**src/psc_regs.vh**
```
// register map, ctrl command codes and timing constants of the pseudo-static ram controller
`ifndef PSC_REGS_VH
`define PSC_REGS_VH
// apb register offsets
`define PSC_OFF_CTRL      12'h000
`define PSC_OFF_ADDR      12'h004
`define PSC_OFF_WDATA     12'h008
`define PSC_OFF_RDATA     12'h00C
`define PSC_OFF_STATUS    12'h010
// ctrl fields
`define PSC_CMD_LSB       0
`define PSC_CMD_MSB       2
`define PSC_CTRL_BE_LO    4
`define PSC_CTRL_BE_HI    5
`define PSC_CTRL_DENS_LSB 8
`define PSC_CTRL_DENS_MSB 9
// commands
`define PSC_CMD_NONE      3'h0
`define PSC_CMD_READ      3'h1
`define PSC_CMD_WRITE     3'h2
`define PSC_CMD_INIT      3'h3
`define PSC_CMD_PROG      3'h4
`define PSC_CMD_SLEEP     3'h5
`define PSC_CMD_WAKE      3'h6
// status bits
`define PSC_ST_BUSY       0
`define PSC_ST_READY      1
`define PSC_ST_SLEEP      2
`define PSC_ST_DENS_OK    3
// mode register sequence
`define PSC_TOP_ADDR      22'h3FFFFF
`define PSC_PROG_FIRST    16'h0000
`define PSC_PROG_BASE     16'h0004
`define PSC_DENS_ZERO     2'h3
// widths
`define PSC_AW            22
`define PSC_DW            16
// timings in ns at a 10 ns clock
`define PSC_CLK_NS        10
`define PSC_T_SETTLE_NS   200000
`define PSC_T_RELEASE_NS  300000
`define PSC_T_ACCESS_NS   70
`define PSC_T_HIGH_NS     20
`define PSC_CNT_W         16
`endif

```
**src/psc_ctrl.v**
```verilog
// apb-programmed host controller for a 4m x 16 pseudo-static ram
//
// The register offsets and the APB register port are this design's own decisions.
`timescale 1ns/1ps
`include "psc_regs.vh"
// Contract
// - after power-up hold standby low for settle time, chip select high, then raise standby
// - after standby rises keep chip select and standby high for release interval
// - standby pin is low from reset onward, before supply ramps
// - zero density needs full initialization again after partial standby
// - page read uses three lowest address bits, others held stable; the controller issues single-word reads only, with no page read
// - programming is two reads then two writes of the top address
// - first write data zero, second write selects density codes four to seven
// - chip select pulses between all four cycles, output enable toggles on reads
// - standby pin is high outside initialization and partial refresh standby
module psc_ctrl #(
    parameter SETTLE_CYC  = (`PSC_T_SETTLE_NS + `PSC_CLK_NS - 1) / `PSC_CLK_NS,
    parameter RELEASE_CYC = (`PSC_T_RELEASE_NS + `PSC_CLK_NS - 1) / `PSC_CLK_NS
) (
    input  wire                core_clk,
    input  wire                resetn,
    input  wire                psel,
    input  wire                penable,
    input  wire                pwrite,
    input  wire [11:0]         paddr,
    input  wire [31:0]         pwdata,
    output reg  [31:0]         prdata,
    output wire                pready,
    output wire                pslverr,
    output wire                chip_select_n,
    output wire                out_enable_n,
    output wire                write_enable_n,
    output wire                low_byte_select_n,
    output wire                high_byte_select_n,
    output reg                 standby_n,
    output wire [`PSC_AW-1:0]  mem_addr,
    input  wire [`PSC_DW-1:0]  dq_in,
    output wire [`PSC_DW-1:0]  dq_out,
    output wire                dq_oe
);
    localparam ACC_CYC  = (`PSC_T_ACCESS_NS + `PSC_CLK_NS - 1) / `PSC_CLK_NS;
    localparam HIGH_CYC = (`PSC_T_HIGH_NS + `PSC_CLK_NS - 1) / `PSC_CLK_NS;
    localparam S_IDLE    = 3'd0;
    localparam S_SETTLE  = 3'd1;
    localparam S_RELEASE = 3'd2;
    localparam S_RDY     = 3'd3;
    localparam S_CYCLE   = 3'd4;
    localparam S_SLEEP   = 3'd5;

    // ************************************************************
    // registers
    // ************************************************************
    reg [2:0]          state_q;
    reg [`PSC_CNT_W-1:0] cnt_q;
    reg [2:0]          cmd_q;
    reg [1:0]          be_n_q;
    reg [1:0]          dens_q;
    reg [`PSC_AW-1:0]  addr_q;
    reg [`PSC_DW-1:0]  wdata_q;
    reg                ready_q;
    reg                dens_ok_q;
    reg [1:0]          step_q;
    reg                cyc_start;
    reg                cyc_write;
    reg [`PSC_AW-1:0]  cyc_addr;
    reg [`PSC_DW-1:0]  cyc_data;
    wire               cyc_done;
    wire [`PSC_DW-1:0] cyc_rdata;

    function [`PSC_CNT_W-1:0] cyc_count;
        input integer n;
        begin
            cyc_count = (n < 1) ? 16'h0001 : n[`PSC_CNT_W-1:0];
        end
    endfunction

    // ************************************************************
    // apb slave
    // ************************************************************
    wire wr_en = psel & penable & pwrite;
    assign pready  = 1'b1;
    assign pslverr = 1'b0;
    wire busy = (state_q != S_RDY) && (state_q != S_SLEEP) && (state_q != S_IDLE);
    wire cmd_wr = wr_en && (paddr == `PSC_OFF_CTRL);

    always @* begin
        case (paddr)
            `PSC_OFF_CTRL:   prdata = {22'h000000, dens_q, 2'h0, be_n_q, 1'b0, cmd_q};
            `PSC_OFF_ADDR:   prdata = {10'h000, addr_q};
            `PSC_OFF_WDATA:  prdata = {16'h0000, wdata_q};
            `PSC_OFF_RDATA:  prdata = {16'h0000, cyc_rdata};
            `PSC_OFF_STATUS: prdata = {28'h0000000, dens_ok_q, state_q == S_SLEEP, ready_q, busy};
            default:         prdata = 32'h00000000;
        endcase
    end

    always @(posedge core_clk or negedge resetn) begin
        if (!resetn) begin
            addr_q  <= 22'h000000;
            wdata_q <= 16'h0000;
            be_n_q  <= 2'h0;
            dens_q  <= 2'h0;
        end else if (wr_en) begin
            if (paddr == `PSC_OFF_ADDR)
                addr_q <= pwdata[`PSC_AW-1:0];
            if (paddr == `PSC_OFF_WDATA)
                wdata_q <= pwdata[`PSC_DW-1:0];
            if (cmd_wr && !busy) begin
                be_n_q <= {pwdata[`PSC_CTRL_BE_HI], pwdata[`PSC_CTRL_BE_LO]};
                dens_q <= pwdata[`PSC_CTRL_DENS_MSB:`PSC_CTRL_DENS_LSB];
            end
        end
    end

    // ************************************************************
    // sequencer
    // ************************************************************
    wire [2:0] new_cmd = pwdata[`PSC_CMD_MSB:`PSC_CMD_LSB];

    always @* begin
        cyc_write = (cmd_q == `PSC_CMD_WRITE) || (cmd_q == `PSC_CMD_PROG && step_q[1]);
        cyc_addr  = (cmd_q == `PSC_CMD_PROG) ? `PSC_TOP_ADDR : addr_q;
        if (cmd_q == `PSC_CMD_PROG)
            cyc_data = (step_q == 2'd2) ? `PSC_PROG_FIRST : (`PSC_PROG_BASE | {14'h0000, dens_q});
        else
            cyc_data = wdata_q;
    end

    always @(posedge core_clk or negedge resetn) begin
        if (!resetn) begin
            state_q   <= S_IDLE;
            standby_n <= 1'b0;
            cnt_q     <= 16'h0000;
            cmd_q     <= `PSC_CMD_NONE;
            ready_q   <= 1'b0;
            dens_ok_q <= 1'b0;
            step_q    <= 2'd0;
            cyc_start <= 1'b0;
        end else begin
            cyc_start <= 1'b0;
            case (state_q)
                S_IDLE: begin
                    if (cmd_wr && new_cmd == `PSC_CMD_INIT) begin
                        standby_n <= 1'b0;
                        ready_q   <= 1'b0;
                        cnt_q     <= cyc_count(SETTLE_CYC);
                        state_q   <= S_SETTLE;
                    end
                end
                S_SETTLE: begin
                    if (cnt_q == 16'h0001) begin
                        standby_n <= 1'b1;
                        cnt_q     <= cyc_count(RELEASE_CYC);
                        state_q   <= S_RELEASE;
                    end else begin
                        cnt_q <= cnt_q - 16'h0001;
                    end
                end
                S_RELEASE: begin
                    if (cnt_q == 16'h0001) begin
                        ready_q <= 1'b1;
                        state_q <= S_RDY;
                    end else begin
                        cnt_q <= cnt_q - 16'h0001;
                    end
                end
                S_RDY: begin
                    if (cmd_wr) begin
                        cmd_q  <= new_cmd;
                        step_q <= 2'd0;
                        case (new_cmd)
                            `PSC_CMD_READ, `PSC_CMD_WRITE, `PSC_CMD_PROG: begin
                                cyc_start <= 1'b1;
                                state_q   <= S_CYCLE;
                            end
                            `PSC_CMD_SLEEP: begin
                                standby_n <= 1'b0;
                                state_q   <= S_SLEEP;
                            end
                            `PSC_CMD_INIT: begin
                                standby_n <= 1'b0;
                                ready_q   <= 1'b0;
                                cnt_q     <= cyc_count(SETTLE_CYC);
                                state_q   <= S_SETTLE;
                            end
                            default: state_q <= S_RDY;
                        endcase
                    end
                end
                S_CYCLE: begin
                    if (cyc_done) begin
                        if (cmd_q == `PSC_CMD_PROG && step_q != 2'd3) begin
                            step_q    <= step_q + 2'd1;
                            cyc_start <= 1'b1;
                        end else begin
                            if (cmd_q == `PSC_CMD_PROG)
                                dens_ok_q <= 1'b1;
                            state_q <= S_RDY;
                        end
                    end
                end
                S_SLEEP: begin
                    if (cmd_wr && new_cmd == `PSC_CMD_WAKE) begin
                        if (dens_q == `PSC_DENS_ZERO) begin
                            ready_q <= 1'b0;
                            cnt_q   <= cyc_count(SETTLE_CYC);
                            state_q <= S_SETTLE;
                        end else begin
                            standby_n <= 1'b1;
                            state_q   <= S_RDY;
                        end
                    end
                end
                default: state_q <= S_IDLE;
            endcase
        end
    end

    psc_cycle #(
        .ACC_CYC  (ACC_CYC),
        .HIGH_CYC (HIGH_CYC)
    ) u_cycle (
        .core_clk           (core_clk),
        .resetn             (resetn),
        .start              (cyc_start),
        .is_write           (cyc_write),
        .addr               (cyc_addr),
        .wdata              (cyc_data),
        .be_n               ((cmd_q == `PSC_CMD_PROG) ? 2'h0 : be_n_q),
        .dq_in              (dq_in),
        .done               (cyc_done),
        .rdata_q            (cyc_rdata),
        .chip_select_n      (chip_select_n),
        .out_enable_n       (out_enable_n),
        .write_enable_n     (write_enable_n),
        .low_byte_select_n  (low_byte_select_n),
        .high_byte_select_n (high_byte_select_n),
        .mem_addr           (mem_addr),
        .dq_out             (dq_out),
        .dq_oe              (dq_oe)
    );
endmodule // psc_ctrl

```
**src/psc_cycle.v**
```verilog
// one asynchronous sram-style bus cycle on the pins
`timescale 1ns/1ps
`include "psc_regs.vh"
module psc_cycle #(
    parameter ACC_CYC  = 7,
    parameter HIGH_CYC = 2
) (
    input  wire                core_clk,
    input  wire                resetn,
    input  wire                start,
    input  wire                is_write,
    input  wire [`PSC_AW-1:0]  addr,
    input  wire [`PSC_DW-1:0]  wdata,
    input  wire [1:0]          be_n,
    input  wire [`PSC_DW-1:0]  dq_in,
    output reg                 done,
    output reg  [`PSC_DW-1:0]  rdata_q,
    output reg                 chip_select_n,
    output reg                 out_enable_n,
    output reg                 write_enable_n,
    output reg                 low_byte_select_n,
    output reg                 high_byte_select_n,
    output reg  [`PSC_AW-1:0]  mem_addr,
    output reg  [`PSC_DW-1:0]  dq_out,
    output reg                 dq_oe
);
    localparam S_IDLE = 2'd0;
    localparam S_ACC  = 2'd1;
    localparam S_HIGH = 2'd2;
    reg [1:0] state_q;
    reg [3:0] cnt_q;
    reg [`PSC_DW-1:0] dq_s1_q;
    reg [`PSC_DW-1:0] dq_s2_q;

    always @(posedge core_clk or negedge resetn) begin
        if (!resetn) begin
            dq_s1_q <= 16'h0000;
            dq_s2_q <= 16'h0000;
        end else begin
            dq_s1_q <= dq_in;
            dq_s2_q <= dq_s1_q;
        end
    end

    // chip select pulses high after each cycle so cycles are always separated
    always @(posedge core_clk or negedge resetn) begin
        if (!resetn) begin
            state_q            <= S_IDLE;
            cnt_q              <= 4'h0;
            done               <= 1'b0;
            rdata_q            <= 16'h0000;
            chip_select_n      <= 1'b1;
            out_enable_n       <= 1'b1;
            write_enable_n     <= 1'b1;
            low_byte_select_n  <= 1'b1;
            high_byte_select_n <= 1'b1;
            mem_addr           <= 22'h000000;
            dq_out             <= 16'h0000;
            dq_oe              <= 1'b0;
        end else begin
            done <= 1'b0;
            case (state_q)
                S_IDLE: begin
                    if (start) begin
                        state_q            <= S_ACC;
                        cnt_q              <= ACC_CYC[3:0];
                        mem_addr           <= addr;
                        dq_out             <= wdata;
                        dq_oe              <= is_write;
                        chip_select_n      <= 1'b0;
                        out_enable_n       <= is_write;
                        write_enable_n     <= ~is_write;
                        low_byte_select_n  <= be_n[0];
                        high_byte_select_n <= be_n[1];
                    end
                end
                S_ACC: begin
                    if (cnt_q == 4'h0) begin
                        rdata_q        <= dq_s2_q;
                        chip_select_n  <= 1'b1;
                        out_enable_n   <= 1'b1;
                        write_enable_n <= 1'b1;
                        dq_oe          <= 1'b0;
                        cnt_q          <= HIGH_CYC[3:0];
                        state_q        <= S_HIGH;
                    end else begin
                        cnt_q <= cnt_q - 4'h1;
                    end
                end
                S_HIGH: begin
                    if (cnt_q == 4'h0) begin
                        done    <= 1'b1;
                        state_q <= S_IDLE;
                    end else begin
                        cnt_q <= cnt_q - 4'h1;
                    end
                end
                default: state_q <= S_IDLE;
            endcase
        end
    end
endmodule // psc_cycle

```
**config.mk**
```make
export PLATFORM = sky130hd
export DESIGN_NAME = psc_ctrl
export DESIGN_NICKNAME = d
export VERILOG_FILES = /design/src/psc_ctrl.v /design/src/psc_cycle.v
export VERILOG_INCLUDE_DIRS = /design/src
export SDC_FILE = /design/constraint.sdc
export NUM_CORES = 1
export LEC_CHECK = 0
export BUFFER_PORTS_ARGS = -buffer_cell sky130_fd_sc_hd__buf_2
export CORE_UTILIZATION = 50
export CTS_CLUSTER_DIAMETER = 40
export DETAILED_ROUTE_END_ITERATION = 7
export HOLD_SLACK_MARGIN = 0.02
export PLACE_DENSITY = 0.73
export SLEW_MARGIN = 20
export SYNTH_ARGS = -nofsm -noshare
export SYNTH_HDL_FRONTEND = slang
export SYNTH_SLANG_ARGS = --single-unit
export TNS_END_PERCENT = 1
```
**constraint.sdc**
```tcl
create_clock -name core_clk -period 3 [get_ports core_clk]
set_clock_uncertainty 0.15 [all_clocks]
set_input_delay 0.3 -clock core_clk [delete_from_list [all_inputs] [get_ports core_clk]]
set_output_delay 0.3 -clock core_clk [all_outputs]
set_load 0.005 [all_outputs]
```
# After elaboration in Yosys (flattened, before gate mapping)

Index checks and enable logic that the tools add are counted.

Multipliers: 0
Equal/unequal tests: 42
Divide/modulo/power cells: 0
Add/sub/neg operators: 3
Bitwise logic cells: 4
Reductions and logical operators: 38
Shift-type cells: 0
$lt $le $gt $ge: 0
Multiplexer cells: 63

Operators by type and width:

| operator                | count |
|---|---|
| $mux W16                | 8 |
| $pmux W22 S5            | 1 |
| $pmux W16 S5            | 1 |
| $reduce_and A7 Y1       | 4 |
| $ne A2 B2 Y1 const B    | 13 |
| $eq A12 B4 Y1 const B   | 2 |
| $mux W3                 | 8 |
| $mux W22                | 1 |
| $mux W1                 | 21 |
| $eq A3 B3 Y1 const B    | 6 |
| $pmux W3 S6             | 1 |
| $eq A16 B1 Y1 const B   | 1 |
| $mux W2                 | 8 |
| $sub A16 B1 Y16 const B | 1 |
| $eq A3 B2 Y1 const B    | 5 |
| $eq A12 B3 Y1 const B   | 1 |
| $eq A12 B5 Y1 const B   | 1 |
| $logic_not A12 Y1       | 1 |
| $mux W4                 | 3 |
| $pmux W4 S3             | 1 |
| $reduce_and A2 Y1       | 6 |
| $ne A2 B1 Y1 const B    | 5 |
| $pmux W1 S2             | 5 |
| $pmux W3 S3             | 1 |
| other kinds (26)        | 45 |

Register bits after elaboration: 169
Latch bits: 0
Output and inout bits: 79
Bits in read-only memories: 0
RAM bits: 0
Input bits: 65
Logic and storage cells: 176
Memories: 0

# Longest topological paths before layout

Depth in word-level cells: 6
Mapped depth: 8
Gate-level depth less buffers: 7

# Modules after synthesis

From an unflattened synthesis, not the netlist that was laid out.

Cells, all modules: 696
Area, all modules: 8085.3 µm²

Modules (own cells, without submodules):

| module    | instances | sequential area each (µm²) | area an instance (µm²) | cells each |
|---|---|---|---|---|
| psc_ctrl  | 1         | 1751.7                     | 4456.8                 | 470 |
| psc_cycle | 1         | 2483.6                     | 3628.5                 | 226 |

# Least setup slack after synthesis

OpenSTA, ideal clock, no wires.

Kind: register -> register
Start: reg u_cycle.state_q[1]
End: reg u_cycle.rdata_q[10]
Cell stages (with the launch flop): 8
Period minus slack after synthesis: 2.239 ns
Path slack: 0.761 ns
Required time: 2.725 ns
Arrival time: 1.964 ns
Buffers on the path: 3
Cells stage by stage: dfrtp_1 > inv_1 > ha_1 > clkbuf_1 > and2_1 > clkbuf_1 > clkbuf_1 > mux2_2

Longest elaborated chain between the ends: 2

RTL lines:

| what                        | RTL line       | RTL |
|---|---|---|
| start, declared             | psc_cycle.v:30 | `reg [1:0] state_q;` |
| start signal, assigned      | psc_cycle.v:48 | `state_q <= S_IDLE;` |
| start signal, assigned      | psc_cycle.v:65 | `state_q <= S_ACC;` |
| start signal, assigned      | psc_cycle.v:85 | `state_q <= S_HIGH;` |
| $eq A2 B1 Y1                | psc_cycle.v:62 | `case (state_q)` |
| $reduce_and A2 Y1 (no line) | n/a            |  |
| end signal, assigned        | psc_cycle.v:79 | `rdata_q <= dq_s2_q;` |
| end, declared               | psc_cycle.v:17 | `` output reg [`PSC_DW-1:0] rdata_q, `` |

No other way between the ends.
A chain may end at the register's enable or synchronous reset.

# Worst setup path in the final report

Start: reg cnt_q[1]
End: reg state_q[1]

Longest elaborated chain between the ends: 3
Elaborated cells between the ends (all ways): 4

RTL lines:

| what                            | RTL line                       | RTL |
|---|---|---|
| start, declared                 | psc_ctrl.v:54                  | `` reg [`PSC_CNT_W-1:0] cnt_q; `` |
| start signal, assigned          | psc_ctrl.v:146                 | `cnt_q <= cyc_count(SETTLE_CYC);` |
| start signal, assigned          | psc_ctrl.v:153                 | `cnt_q <= cyc_count(RELEASE_CYC);` |
| start signal, assigned          | psc_ctrl.v:156                 | `cnt_q <= cnt_q - 16'h0001;` |
| $eq A16 B1 Y1 (*)               | psc_ctrl.v:151, psc_ctrl.v:160 |  |
| $ne A2 B2 Y1 (no line)          | n/a                            |  |
| $reduce_and A7 Y1 (no line) (*) | n/a                            |  |
| end signal, assigned            | psc_ctrl.v:147                 | `state_q <= S_SETTLE;` |
| end signal, assigned            | psc_ctrl.v:154                 | `state_q <= S_RELEASE;` |
| end signal, assigned            | psc_ctrl.v:162                 | `state_q <= S_RDY;` |
| end, declared                   | psc_ctrl.v:53                  | `reg [2:0] state_q;` |

Every way passes the cells marked *; elsewhere a longest branch is shown, timed or not.

==> reports/results.ini <==
[outcome]
status = finished with violations
violations = design-rule violations

[floorplan]
core_um2 = 14600
dieArea_um2 = 15600
io_pins = 144
num_rows = 44
initial_core_util = 0.515
die_w_um = 125
die_h_um = 125

[global_route]
grt_pass1_wl_mm = 30.5
grt_use_met2 = 0.389
grt_pass1_vias = 5986
grtUsageMet1 = 0.342
overflow = 0
track_usage = 0.251
top_usage_layer = met2
grt_max_degree = 76
use_met3 = 0.0550
antenna_found_initial = 1

[synth]
synthArstFlopShare = 1.00
synth_area_per_cell_um2 = 10.8
ys_ff_latch = 169
synthCells = 696
ys.flop_type = dfrtp_1
yosysSeqAreaShare = 0.561
synthesis.area_um2 = 7550
synth_edf_count = 0
yosys_warnings = 0
ys_types = 60

[setup_path]
crit_start = cnt_q[1]
worst_r2r_path_depth = 7
regToRegStartpoint = cnt_q[1]
cp-end-kind = flop
crit_path_max_fanout = 7
r2r_setup_slack_ps = 430
timing.rr.end = state_q[1]
cp.required_ps = 3160
critPathKind = flop to flop
cp_data_arrival_time_ps = 2730
cp-start-kind = flop

[detailed_routing]
vias_per_cell = 5.80
ant_nets = 0
drt-pass1-iter-count = 8
drt_iter0_markers = 607
wl_mm = 18.8
dr_total_vias = 6104
drcViolationCount = 24
wl_per_cell_um = 17.9

[sta]
min_period_over_period = 0.855
rsz0062_at_grt = false
tns_ps = 0
worstMarginPinSlew_ps = 871
holdWs_ps = 106
finalHoldViolations = 0
drv_slew = 0
relSlewSlack = 0.416
fmax_mhz = 390
setup_violations = 0
period_needed_ps = 2570

[place]
dp_hpwl_mm = 12.6
port_buffers = 121
place_congestion = 0.890

[layout]
seqCellArea_um2 = 4240
nets = 929
diodes = 0
drive_above_1_share = 0.293
area_growth_syn_to_layout_pct = 23.9
fillers = 1105
multiInputGateArea_um2 = 3040

[run]
maxCapViolCount = 0

[worst_hold_path]
holdPathStages = 2
min_path_type = input pin to flop
hp-start = pwdata[0]
hold_end = addr_q[0]

[clocking]
clockBufferDepth = 2
cts_tree = built
clk_pin_slew_worst_paths_ps = 70
cts_resized = 0
root_buffer = clkbuf_16
cts.htree.levels = 4
cts_made_buffers = 17
postCtsSetupBuffers = 0
clkSinkCount = 169
insertion_delay_ps = 430

[power_and_ir_drop]
ir_drop_mv = 0.405
power.density_nw_per_um2 = 654
leakagePower_nw = 4.61

-- layout make-up --
type	instances	share of cell area
tap	184	0.0246
inverter	29	0.0116
multi-input combinational	463	0.325
sequential	169	0.453
clock inverter	15	0.0209
clock buffer	17	0.0455
timing repair buffer	175	0.120
-- metal layers --
metal | vias up | wire, um
li1 | 2779 | -
met1 | 2998 | 8200
met2 | 286 | 8740
met3 | 39 | 1360
met4 | 2 | 483
met5 | - | 13
-- state kept, by name (all words and copies together), names as in the netlist, 2 cells and up --
name and cells:
dens_q 2, cnt_q 16, state_q 3, u_cycle.rdata_q 16
wdata_q 16, step_q 2, u_cycle.dq_out 16, u_cycle.mem_addr 22
cmd_q 3, addr_q 22, u_cycle.dq_s1_q 16, u_cycle.state_q 2
be_n_q 2, u_cycle.cnt_q 4, u_cycle.dq_s2_q 16
-- metrics by stage --
step           instance area (um^2)  worst slack [ps]  power (mW)  utilization  instances
4_1_cts                        9350               269        6.10        0.638       1052
3_3_place_gp                   8370               380        3.76        0.571        984
2_1_floorplan                  7590               761        3.44            -        706
5_1_grt                        9350               196        6.40        0.639       1052
3_5_place_dp                   8370               288        3.81        0.571        984
6_report                       9350               434        6.12        0.639       1052
-- worst max path at each step --
stage	end	cells past startpoint
final	state_q[1]	7
after global routing	state_q[1]	7
after CTS	cnt_q[12]	6
after detailed placement	cnt_q[12]	6
after global placement	cnt_q[12]	6
after floorplan	u_cycle.rdata_q[10]	7
-- cells by family after synthesis --
group / share of synthesized area
compound gates: 0.135
mux: 0.0965
flops: 0.561
xor+xnor: 0.00232
simple gates: 0.144
other cells: 0.000995
fa+ha+maj: 0.0149
buf+inv: 0.0454
-- synthesized netlist by cell type, drive strengths merged, types with 2 or more instances --
cell,count,area share
conb,2,0.00099
xor2,2,0.0023
a22o,2,0.0023
buf,21,0.019
a211o,2,0.0023
mux2,62,0.092
nor3b,3,0.0030
and2,10,0.0083
o22a,6,0.0070
nor3,20,0.013
o32ai,2,0.0023
nand3b,7,0.0070
a222oi,16,0.021
inv,29,0.014
nor4b,2,0.0023
a21o,3,0.0030
nor2,76,0.038
nand4,3,0.0025
o31ai,5,0.0050
and4,3,0.0036
nor4,10,0.014
dfstp,5,0.017
nand2,66,0.033
o41ai,3,0.0035
dfrtp,164,0.54
a31oi,3,0.0025
a21oi,47,0.031
a32o,2,0.0027
o22ai,3,0.0025
ha,9,0.015
o21ai,38,0.026
nand3,7,0.0046
mux2i,3,0.0040
a41oi,2,0.0023
nand2b,5,0.0041
a211oi,9,0.0096
clkbuf,24,0.012
a22oi,4,0.0040
or3,4,0.0041
-- cells in the final DEF (no fill, tap or decap), types with 4 or more instances in the layout --
cell type / instances
a211oi_1: 8
a21oi_1: 47
a222oi_1: 16
a22oi_1: 4
and2_1: 10
buf_2: 120
buf_4: 17
clkbuf_16: 17
clkinv_8: 4
conb_1: 12
dfrtp_1: 164
dfstp_2: 5
dlygate4sd3_1: 36
ha_1: 9
inv_1: 29
inv_6: 4
inv_8: 5
mux2_2: 62
nand2_1: 66
nand2b_1: 5
nand3_1: 7
nand3b_1: 7
nor2_1: 76
nor3_1: 17
nor4_1: 6
o21ai_0: 37
o22a_1: 6
o31ai_1: 5
-- what timing repair did --
item / in CTS / in global routing
endpoints found under the setup margin: 0 / 0
hold buffers: 36 / 0
endpoints found under the hold margin: 122 / 0
-- where the power goes --
part	leakage [nW]	internal, mW	switching, mW	total (mW)
sequential	2.19	2.42	0.167	2.59
combinational	2.12	0.504	0.761	1.27
clock	0.304	1.21	1.05	2.26
-- worst max-delay path: stages (launching register included) --
cell and delay [ps]:
dfrtp_1 420, inv_1 90, ha_1 140, nor4b_1 360, and4_1 430, o21ai_2 90
or3_4 410, o41ai_1 360
Power figures use the tool's default switching activity.
